$ cat config.mk
export PLATFORM = sky130hd
export DESIGN_NAME = fuse_config_and_access_lock
export DESIGN_NICKNAME = d
export VERILOG_FILES = /design/src/hw/fcal_pkg.sv /design/src/hw/fcal_acc_if.sv /design/src/hw/fcal_access_matrix.sv /design/src/hw/fcal_ms_tick.sv /design/src/hw/fuse_config_and_access_lock.sv
export SDC_FILE = /design/constraint.sdc
export NUM_CORES = 1
export LEC_CHECK = 0
export ABC_AREA = 1
export BUFFER_PORTS_ARGS = -buffer_cell sky130_fd_sc_hd__buf_2
export CORE_MARGIN = 3
export CORE_UTILIZATION = 57
export DETAILED_ROUTE_END_ITERATION = 8
export PLACE_DENSITY = 0.86
export SLEW_MARGIN = 10
export SYNTH_ARGS = -nofsm -noshare
export SYNTH_HDL_FRONTEND = slang
export SYNTH_SLANG_ARGS = --single-unit
$ cat constraint.sdc
create_clock -name ref_clk -period 3.28 [get_ports ref_clk]
set_input_delay 0.492 -clock ref_clk [delete_from_list [all_inputs] [get_ports ref_clk]]
set_output_delay 0.492 -clock ref_clk [all_outputs]
set_load 0.05 [all_outputs]
$ cat src/hw/fcal_pkg.sv
package fcal_pkg;

   // Clock and time base
   localparam int unsigned CLK_PERIOD_NS = 20;
   localparam int unsigned MS_NS = 1000000;
   localparam int unsigned MS_CYCLES = (MS_NS + CLK_PERIOD_NS - 1) / CLK_PERIOD_NS;

   // Fuse byte offsets as seen on the configuration read port
   localparam logic [3:0] OFS_STARTUP = 4'h6;
   localparam logic [3:0] OFS_CODE_SIZE = 4'h7;
   localparam logic [3:0] OFS_BOOT_SIZE = 4'h8;
   localparam logic [3:0] OFS_PROT_LO = 4'ha;
   localparam logic [3:0] OFS_PROT_HI = 4'hb;

   // Field positions
   localparam int unsigned USB_SINK_BIT = 3;
   localparam int unsigned SUT_MSB = 2;
   localparam int unsigned PROT_KEY_MSB = 15;
   localparam int unsigned PROT_KEY_LSB = 4;
   localparam int unsigned LEVEL_MSB = 1;

   // Field encodings
   localparam logic [11:0] PROT_KEY_ACTIVE = 12'hb45;
   localparam logic [1:0] LEVEL_LOCKOUT = 2'h2;
   localparam logic [1:0] LEVEL_BASIC = 2'h3;
   localparam logic [31:0] UNLOCK_KEY = 32'h5cc5c55c;
   localparam logic [7:0] SIZE_ZERO = 8'h00;
   localparam logic [2:0] SUT_ZERO = 3'h0;

   // Flash geometry: 512-byte blocks, byte addresses 17 bits wide
   localparam int unsigned BLOCK_SHIFT = 9;
   localparam int unsigned FLASH_AW = 17;
   localparam logic [16:0] FLASH_BYTES = 17'h10000;

   // Values for refused reads and for the last startup delay step
   localparam logic [7:0] DENIED_DATA = 8'h00;
   localparam logic [6:0] DELAY_ONE = 7'h01;

   typedef enum logic [2:0] {
      SEC_FLASH = 3'b000,
      SEC_SRAM = 3'b001,
      SEC_EEPROM = 3'b010,
      SEC_SIGNATURE_ROW = 3'b011,
      SEC_USER_ROW_A = 3'b100,
      SEC_BOOT_ROW_B = 3'b101,
      SEC_FUSES = 3'b110,
      SEC_IO = 3'b111
   } fcal_section_t;

   typedef enum logic [1:0] {
      PH_INIT = 2'b00,
      PH_DELAY = 2'b01,
      PH_RUN = 2'b10
   } fcal_phase_t;

   function automatic logic [6:0] fcal_startup_ms(input logic [2:0] code);
      fcal_startup_ms = (code == SUT_ZERO) ? 7'h00 : 7'(7'h01 << (code - 3'h1));
   endfunction : fcal_startup_ms

   function automatic logic [16:0] fcal_blocks_to_bytes(input logic [7:0] blocks);
      fcal_blocks_to_bytes = {blocks, 9'h000};
   endfunction : fcal_blocks_to_bytes

endpackage : fcal_pkg

$ cat src/hw/fcal_acc_if.sv
`timescale 1ns/1ns
`default_nettype none
interface fcal_acc_if;
   logic locked;
   logic lockout;
   logic from_dbg;
   logic write;
   logic fuse_cmd;
   logic in_boot;
   logic [2:0] section;
   logic grant;

   modport top (output locked, output lockout, output from_dbg, output write,
      output fuse_cmd, output in_boot, output section, input grant);
   modport matrix (input locked, input lockout, input from_dbg, input write,
      input fuse_cmd, input in_boot, input section, output grant);
endinterface : fcal_acc_if
`default_nettype wire

$ cat src/hw/fcal_access_matrix.sv
`timescale 1ns/1ns
`default_nettype none
// Decides whether one memory access may proceed
module fcal_access_matrix (
   fcal_acc_if.matrix acc
);
   fcal_pkg::fcal_section_t sec;
   logic nvm_sec;

   always_comb begin
      sec = fcal_pkg::fcal_section_t'(acc.section);
      nvm_sec = !(sec == fcal_pkg::SEC_SRAM || sec == fcal_pkg::SEC_IO);
      acc.grant = 1'b1;
      if (sec == fcal_pkg::SEC_BOOT_ROW_B && (acc.from_dbg || !acc.in_boot)) begin
         acc.grant = 1'b0;
      end else if (!acc.from_dbg) begin
         if (acc.write && (sec == fcal_pkg::SEC_SIGNATURE_ROW || sec == fcal_pkg::SEC_FUSES)) begin
            acc.grant = 1'b0;
         end else if (acc.write && acc.lockout && nvm_sec && !acc.in_boot) begin
            acc.grant = 1'b0;
         end
      end else if (acc.lockout && nvm_sec) begin
         acc.grant = 1'b0;
      end else if (acc.locked) begin
         // Only a fuse write command may reach the user row
         acc.grant = acc.write && sec == fcal_pkg::SEC_USER_ROW_A && acc.fuse_cmd;
      end else if (acc.write && sec == fcal_pkg::SEC_SIGNATURE_ROW) begin
         acc.grant = 1'b0;
      end
   end
endmodule : fcal_access_matrix
`default_nettype wire

$ cat src/hw/fcal_ms_tick.sv
`timescale 1ns/1ns
`default_nettype none
// Emits a one-cycle pulse every CYCLES clocks while run is high
module fcal_ms_tick #(
   parameter int unsigned CYCLES = fcal_pkg::MS_CYCLES
) (
   input wire logic ref_clk,
   input wire logic nrst,
   input wire logic run,
   output logic tick
);
   typedef struct packed {
      logic [31:0] count;
      logic tick;
   } fcal_tick_st_t;

   fcal_tick_st_t st;
   fcal_tick_st_t next_st;

   always_comb begin
      next_st = st;
      next_st.tick = 1'b0;
      if (!run) begin
         next_st.count = 32'h0;
      end else if (st.count >= 32'(CYCLES - 1)) begin
         next_st.count = 32'h0;
         next_st.tick = 1'b1;
      end else begin
         next_st.count = st.count + 32'h1;
      end
   end

   always_ff @(posedge ref_clk or negedge nrst) begin
      if (!nrst) begin
         st <= '0;
      end else begin
         st <= next_st;
      end
   end

   assign tick = st.tick;
endmodule : fcal_ms_tick
`default_nettype wire

$ cat src/hw/fuse_config_and_access_lock.sv
`timescale 1ns/1ns
`default_nettype none
module fuse_config_and_access_lock #(
   parameter int unsigned MS_CYCLES = fcal_pkg::MS_CYCLES
) (
   input wire logic ref_clk,
   input wire logic nrst,
   // Fuse array contents
   input wire logic [7:0] fuse_startup_cfg,
   input wire logic [7:0] fuse_code_size,
   input wire logic [7:0] fuse_boot_size,
   input wire logic [15:0] fuse_prot_cfg,
   input wire logic [31:0] fuse_lock_key,
   // Configuration byte read port
   input wire logic cfg_rd_en,
   input wire logic [3:0] cfg_rd_addr,
   input wire logic cfg_rd_from_dbg,
   output logic cfg_rd_valid,
   output logic [7:0] cfg_rd_data,
   // Memory access check
   input wire logic acc_valid,
   input wire logic acc_from_dbg,
   input wire logic acc_write,
   input wire logic acc_fuse_cmd,
   input wire logic [2:0] acc_section,
   input wire logic [16:0] cpu_pc_byte,
   input wire logic [7:0] mem_rd_data,
   output logic acc_done,
   output logic acc_grant,
   output logic [7:0] acc_rd_data,
   // Full device erase
   input wire logic erase_req,
   input wire logic erase_done,
   output logic erase_start,
   output logic erase_busy,
   // Decoded configuration
   output logic cpu_run,
   output logic regulator_sink_enable,
   output logic [16:0] boot_region_end,
   output logic [16:0] code_region_end,
   output logic locked,
   output logic debug_memory_lockout
);

   typedef struct packed {
      fcal_pkg::fcal_phase_t phase;
      logic [6:0] delay_left;
      logic [7:0] startup_and_usb_sink_config;
      logic [7:0] code_region_size;
      logic [7:0] boot_region_size;
      logic [15:0] debug_port_protection_config;
      logic locked;
      logic lockout;
      logic erase_busy;
      logic erase_start;
      logic cpu_run;
      logic sink_en;
      logic [16:0] boot_end;
      logic [16:0] code_end;
      logic acc_done;
      logic acc_grant;
      logic [7:0] acc_rd_data;
      logic cfg_rd_valid;
      logic [7:0] cfg_rd_data;
   } fcal_state_t;

   fcal_state_t st;
   fcal_state_t next_st;

   logic ms_tick;
   logic protection_key_match;
   logic [1:0] prot_level;
   logic in_boot;
   logic [7:0] cfg_byte;

   fcal_acc_if acc_bus ();

   fcal_ms_tick #(
      .CYCLES(MS_CYCLES)
   ) u_ms_tick (
      .ref_clk(ref_clk),
      .nrst(nrst),
      .run(st.phase == fcal_pkg::PH_DELAY),
      .tick(ms_tick)
   );

   fcal_access_matrix u_matrix (
      .acc(acc_bus)
   );

   // Fuse decode from the raw array, used only while initialising
   assign protection_key_match =
      fuse_prot_cfg[fcal_pkg::PROT_KEY_MSB:fcal_pkg::PROT_KEY_LSB]
      == fcal_pkg::PROT_KEY_ACTIVE;
   assign prot_level = fuse_prot_cfg[fcal_pkg::LEVEL_MSB:0];

   // Boot region is the span below the boot end address
   assign in_boot = cpu_pc_byte < st.boot_end;

   assign acc_bus.locked = st.locked;
   assign acc_bus.lockout = st.lockout;
   assign acc_bus.from_dbg = acc_from_dbg;
   assign acc_bus.write = acc_write;
   assign acc_bus.fuse_cmd = acc_fuse_cmd;
   assign acc_bus.in_boot = in_boot;
   assign acc_bus.section = acc_section;

   // Configuration byte mux; unmapped offsets read zero
   always_comb begin
      cfg_byte = fcal_pkg::DENIED_DATA;
      case (cfg_rd_addr)
         fcal_pkg::OFS_STARTUP: begin
            cfg_byte = st.startup_and_usb_sink_config;
         end
         fcal_pkg::OFS_CODE_SIZE: begin
            cfg_byte = st.code_region_size;
         end
         fcal_pkg::OFS_BOOT_SIZE: begin
            cfg_byte = st.boot_region_size;
         end
         fcal_pkg::OFS_PROT_LO: begin
            cfg_byte = st.debug_port_protection_config[7:0];
         end
         fcal_pkg::OFS_PROT_HI: begin
            cfg_byte = st.debug_port_protection_config[15:8];
         end
         default: begin
            cfg_byte = fcal_pkg::DENIED_DATA;
         end
      endcase
   end

   always_comb begin
      next_st = st;
      next_st.erase_start = 1'b0;
      next_st.acc_done = 1'b0;
      next_st.cfg_rd_valid = 1'b0;

      unique case (st.phase)
         fcal_pkg::PH_INIT: begin
            // One-time capture of every fuse field
            next_st.startup_and_usb_sink_config = fuse_startup_cfg;
            next_st.code_region_size = fuse_code_size;
            next_st.boot_region_size = fuse_boot_size;
            next_st.debug_port_protection_config = fuse_prot_cfg;
            next_st.sink_en = fuse_startup_cfg[fcal_pkg::USB_SINK_BIT];
            next_st.locked = fuse_lock_key != fcal_pkg::UNLOCK_KEY;
            // Level 3 and reserved codes never set the lockout; only the lock key decides locked
            next_st.lockout = protection_key_match
               && prot_level == fcal_pkg::LEVEL_LOCKOUT
               && fuse_lock_key != fcal_pkg::UNLOCK_KEY;
            if (fuse_boot_size == fcal_pkg::SIZE_ZERO) begin
               next_st.boot_end = fcal_pkg::FLASH_BYTES;
            end else begin
               next_st.boot_end = fcal_pkg::fcal_blocks_to_bytes(fuse_boot_size);
            end
            if (fuse_code_size == fcal_pkg::SIZE_ZERO) begin
               next_st.code_end = next_st.boot_end;
            end else begin
               next_st.code_end = fcal_pkg::fcal_blocks_to_bytes(fuse_code_size);
            end
            next_st.delay_left = fcal_pkg::fcal_startup_ms(
               fuse_startup_cfg[fcal_pkg::SUT_MSB:0]);
            if (fuse_startup_cfg[fcal_pkg::SUT_MSB:0] == fcal_pkg::SUT_ZERO) begin
               next_st.phase = fcal_pkg::PH_RUN;
               next_st.cpu_run = 1'b1;
            end else begin
               next_st.phase = fcal_pkg::PH_DELAY;
            end
         end
         fcal_pkg::PH_DELAY: begin
            if (ms_tick) begin
               if (st.delay_left == fcal_pkg::DELAY_ONE) begin
                  next_st.phase = fcal_pkg::PH_RUN;
                  next_st.cpu_run = 1'b1;
               end
               next_st.delay_left = st.delay_left - 7'h01;
            end
         end
         fcal_pkg::PH_RUN: begin
            // Erase requests are honoured only once running
            if (erase_req && !st.erase_busy && !st.lockout) begin
               next_st.erase_busy = 1'b1;
               next_st.erase_start = 1'b1;
            end
            if (st.erase_busy && erase_done) begin
               next_st.erase_busy = 1'b0;
               // Lockout stays set whatever the erase does
               next_st.locked = 1'b0;
            end
         end
         default: begin
            next_st.phase = fcal_pkg::PH_INIT;
         end
      endcase

      // Access answers: refused reads finish quietly with dummy data
      if (acc_valid) begin
         next_st.acc_done = 1'b1;
         next_st.acc_grant = acc_bus.grant && st.phase == fcal_pkg::PH_RUN;
         if (acc_bus.grant && st.phase == fcal_pkg::PH_RUN && !acc_write) begin
            next_st.acc_rd_data = mem_rd_data;
         end else begin
            next_st.acc_rd_data = fcal_pkg::DENIED_DATA;
         end
      end

      // Fuse bytes are hidden from the debug port while locked
      if (cfg_rd_en) begin
         next_st.cfg_rd_valid = 1'b1;
         if (cfg_rd_from_dbg && (st.locked || st.lockout)) begin
            next_st.cfg_rd_data = fcal_pkg::DENIED_DATA;
         end else begin
            next_st.cfg_rd_data = cfg_byte;
         end
      end
   end

   always_ff @(posedge ref_clk or negedge nrst) begin
      if (!nrst) begin
         st <= '0;
         st.phase <= fcal_pkg::PH_INIT;
         st.locked <= 1'b1;
      end else begin
         st <= next_st;
      end
   end

   assign cfg_rd_valid = st.cfg_rd_valid;
   assign cfg_rd_data = st.cfg_rd_data;
   assign acc_done = st.acc_done;
   assign acc_grant = st.acc_grant;
   assign acc_rd_data = st.acc_rd_data;
   assign erase_start = st.erase_start;
   assign erase_busy = st.erase_busy;
   assign cpu_run = st.cpu_run;
   assign regulator_sink_enable = st.sink_en;
   assign boot_region_end = st.boot_end;
   assign code_region_end = st.code_end;
   assign locked = st.locked;
   assign debug_memory_lockout = st.lockout;

endmodule : fuse_config_and_access_lock
`default_nettype wire
==> out/summary.md <==
* outcome: complete, no violations
* area of the mapped netlist: 0.006216 sq mm
* count of synthesis-stage warnings from yosys: 0
* required time at the endpoint of the critical path: 2790 ps
* Hold WC Path Type: input pin to async pin
* Sum Neg Setup Slack: 0 ps
* final standard cell count with taps included and fillers excluded: 1029
* Static Leak: 3.917 nW
* CTS Sinks: 122
* CTS clock-pin slew for the worst setup and hold paths: 50 ps
* drt pass-1 iters: 5
* overall overflow remaining after global route: 0
* CTS tree: built
* sequential fraction of design power: 35.7%
* Cell Area, Placed: 0.006828 sq mm
* Area Growth Syn to Fin: 19.04%
* number of synthesized register bits: 122
* number of ports placed on the die boundary: 173
* slew at the pin closest to its max-slew limit: 733.4 ps
* via count: 5257
* horizontal extent of the die: 110.4 microns
* mean instance size in the synthesized netlist: 8.344 sq um
* pwr dens: 842.5 mW/mm^2
* total routing usage reported by global routing: 24.77%
* fin. max-slew vios: 0
* worst clock skew on the final layout: 6.184 ps
* internal power: 3.704 mW
* fraction of power spent switching nets: 40.58%
* fraction of layout instances using a drive strength above 1: 24.22%
* number of remaining DRC errors: 0
* placed wire-length estimate: 10.81 mm
* unrepaired setup endpoints after global routing: no
* critical path's largest stage delay: 580 ps
* data arrival time of the critical path: 1370 ps
* core area: 0.01046 sq mm
* clock power share: 28.6%
* via count of the first global-routing pass: 5142
* FP Rows: 37
* Combinational Power Share: 35.7%
* Cell variety after synth: 41
* leading cell types in the layout, fill and taps excluded: nand2_1 (187), buf_2 (144), dfrtp_1 (121)
* Resize count post-CTS: 0
* routed via count divided by cell count: 5.109
* global-route wire length before repair: 24.34 mm
* Skew-Pair Late Insertion Delay: 520 ps
* antenna violation net count after detailed routing: 0
* total length of routed wires: 14.94 mm
* antenna violations before repair: 1
* weighted congestion reported at the end of routability-driven placement: 0.8745
* top cell type's share of synthesized area: 48.71%
* worst path cell trace: buf_2
* max-capacitance violation count: 0
* I/O Buffers: 145
* highest clock frequency the design can meet: 535.7 MHz
* total net switching power: 2.530 mW
* synthesized netlist cell count: 745
* worst-case clock buffer depth: 2
* initial core utilization: 59.41%
* most common cell after layout, fill and taps aside: nand2_1
* Power Total: 6.234 mW
* critical path launch point type: register
* floorplan die area: 0.01219 sq mm
* final routed wire length divided by cell count: 14.52 microns
* Post-synth EDFFs: 0
* post-CTS repair timing setup buffer count: 0
* min cycle time layout: 1867 ps
* Final period util: 56.91%
* vertical die dimension: 110.4 microns
* Non-Filler Cell Area, Final: 0.007400 sq mm
* worst voltage drop across the vdd grid: 0.0006092 V
* hold bufs inserted after CTS: 0
* cell with the largest stage delay on the worst path: dfstp_2
* top area cells in the synthesized netlist: dfrtp_1 (49%), nand2_1 (11%), buf_4 (6.2%)
* Most used DFF post-synth: dfrtp_1
* FFs w/ async S/R, synth: 100.0%
* final setup vio count: 0
* largest fanout on the critical path: 5
* buffer type at the clock tree root: clkbuf_8
* Slew Limit Headroom: 51.11%
* cell count after placement: 997
* htree depth: 4
* library cell occupying the most area in the post-synthesis netlist: dfrtp_1
* critical path class: register to output port
* Worst setup EP type: output port
* Buffers & Inverters on Critical Path: 1
* sequential fraction of the synthesis area: 49.13%
* Final nets: 1005
* final hold vios: 0
* number of DRC markers after the initial detailed-route iteration: 420
* total clock buffers created by CTS: 17
* largest net degree at the start of global routing: 84
* cell family contributing the most delay on the critical path: flip-flops
cell families (layout without fill, tap and decap cells):
kind of cell    count (synthesis)  count (layout)  synth area share [%]
compound gates                 84              84                 8.031
buf+inv                       163             277                 13.33
simple gates                  350             350                 25.26
xor+xnor                       14              14                 1.973
flops                         122             122                 49.13
other cells                     1              35               0.06033
fa+ha+maj                      11              11                 2.214
through the flow:
step / hold slack (ps) / setup WS (ps) / util, %
after global placement: 445.4 / 1529 / 65.26
after floorplan: 196.4 / 1818 / -
after detailed placement: 457.9 / 1496 / 65.26
final: 22.16 / 1413 / 70.72
after CTS: 27.47 / 1391 / 70.70
after global routing: 55.88 / 1347 / 70.70
registers in the layout, indices dropped and copies added (netlist names):
name                  flops
debug_memory_lockout      1
u_ms_tick.st             32
cfg_rd_data               8
acc_grant                 1
acc_done                  1
u_ms_tick.tick            1
cfg_rd_valid              1
st                       49
acc_rd_data               8
erase_start               1
erase_busy                1
code_region_end           8
cpu_run                   1
boot_region_end           8
locked                    1
metal layers:
metal / track usage [%] / vias to the layer above / part of all wire, %
met4: 10.43 / 2 / 3.4
met3: 7.178 / 46 / 6.9
met5: 0 / - / 0.13
li1: - / 2565 / -
met2: 40.53 / 207 / 49
met1: 30.74 / 2437 / 40
cell usage after synthesis (4+ instances only):
cell      count
nor3_1       11
o211ai_1      7
buf_2        11
nand2_2       4
nand3_1      52
nor3_2        4
a21oi_1       5
xor2_1       12
nand2_1     187
clkbuf_1      4
inv_1        92
nor2_2       13
buf_4        51
ha_1         11
nor2_1       54
nand3_2       4
o21ai_0      50
a31oi_1       4
o22ai_1      10
dfrtp_1     121
nand4_1      11
power by group through the flow:
stage	registers, mW	clock network (mW)	logic (mW)
after floorplan	2.25	0	1.75
after global placement	2.22	0	2.14
after detailed placement	2.23	0	2.20
after CTS	2.22	1.81	2.23
after global routing	2.28	1.88	2.48
final	2.22	1.78	2.23
path summary, 6_finish.rpt:
check                                      startpoint                               to  slack (ps)  cells past startpoint
max                                locked$_DFFE_PN1P_                           locked        1410                      1
min                                              nrst        u_ms_tick.st[2]$_DFF_PN0_          20                      1
max reg2reg                       st[107]$_DFFE_PN0P_  code_region_end[16]$_DFFE_PN0P_        1500                      6
min reg2reg                cfg_rd_data[0]$_DFFE_PN0P_       cfg_rd_data[0]$_DFFE_PN0P_         480                      2
max in group asynchronous                        nrst               locked$_DFFE_PN1P_        2520                      2
min in group ref_clk                        cfg_rd_en           cfg_rd_valid$_DFF_PN0_          90                      1
area by class of cell:
type | count | area, sq um
Timing Repair Buffer | 150 | 778.2
Multi-Input combinational cell | 493 | 2465
Tap cell | 136 | 170.2
Clock inverter | 8 | 92.59
Fill cell | 811 | 3063
Inverter | 96 | 360.3
Clock buffer | 23 | 476.7
Antenna cell | 1 | 2.502
Sequential cell | 122 | 3054
Power figures use the tool's default switching activity.
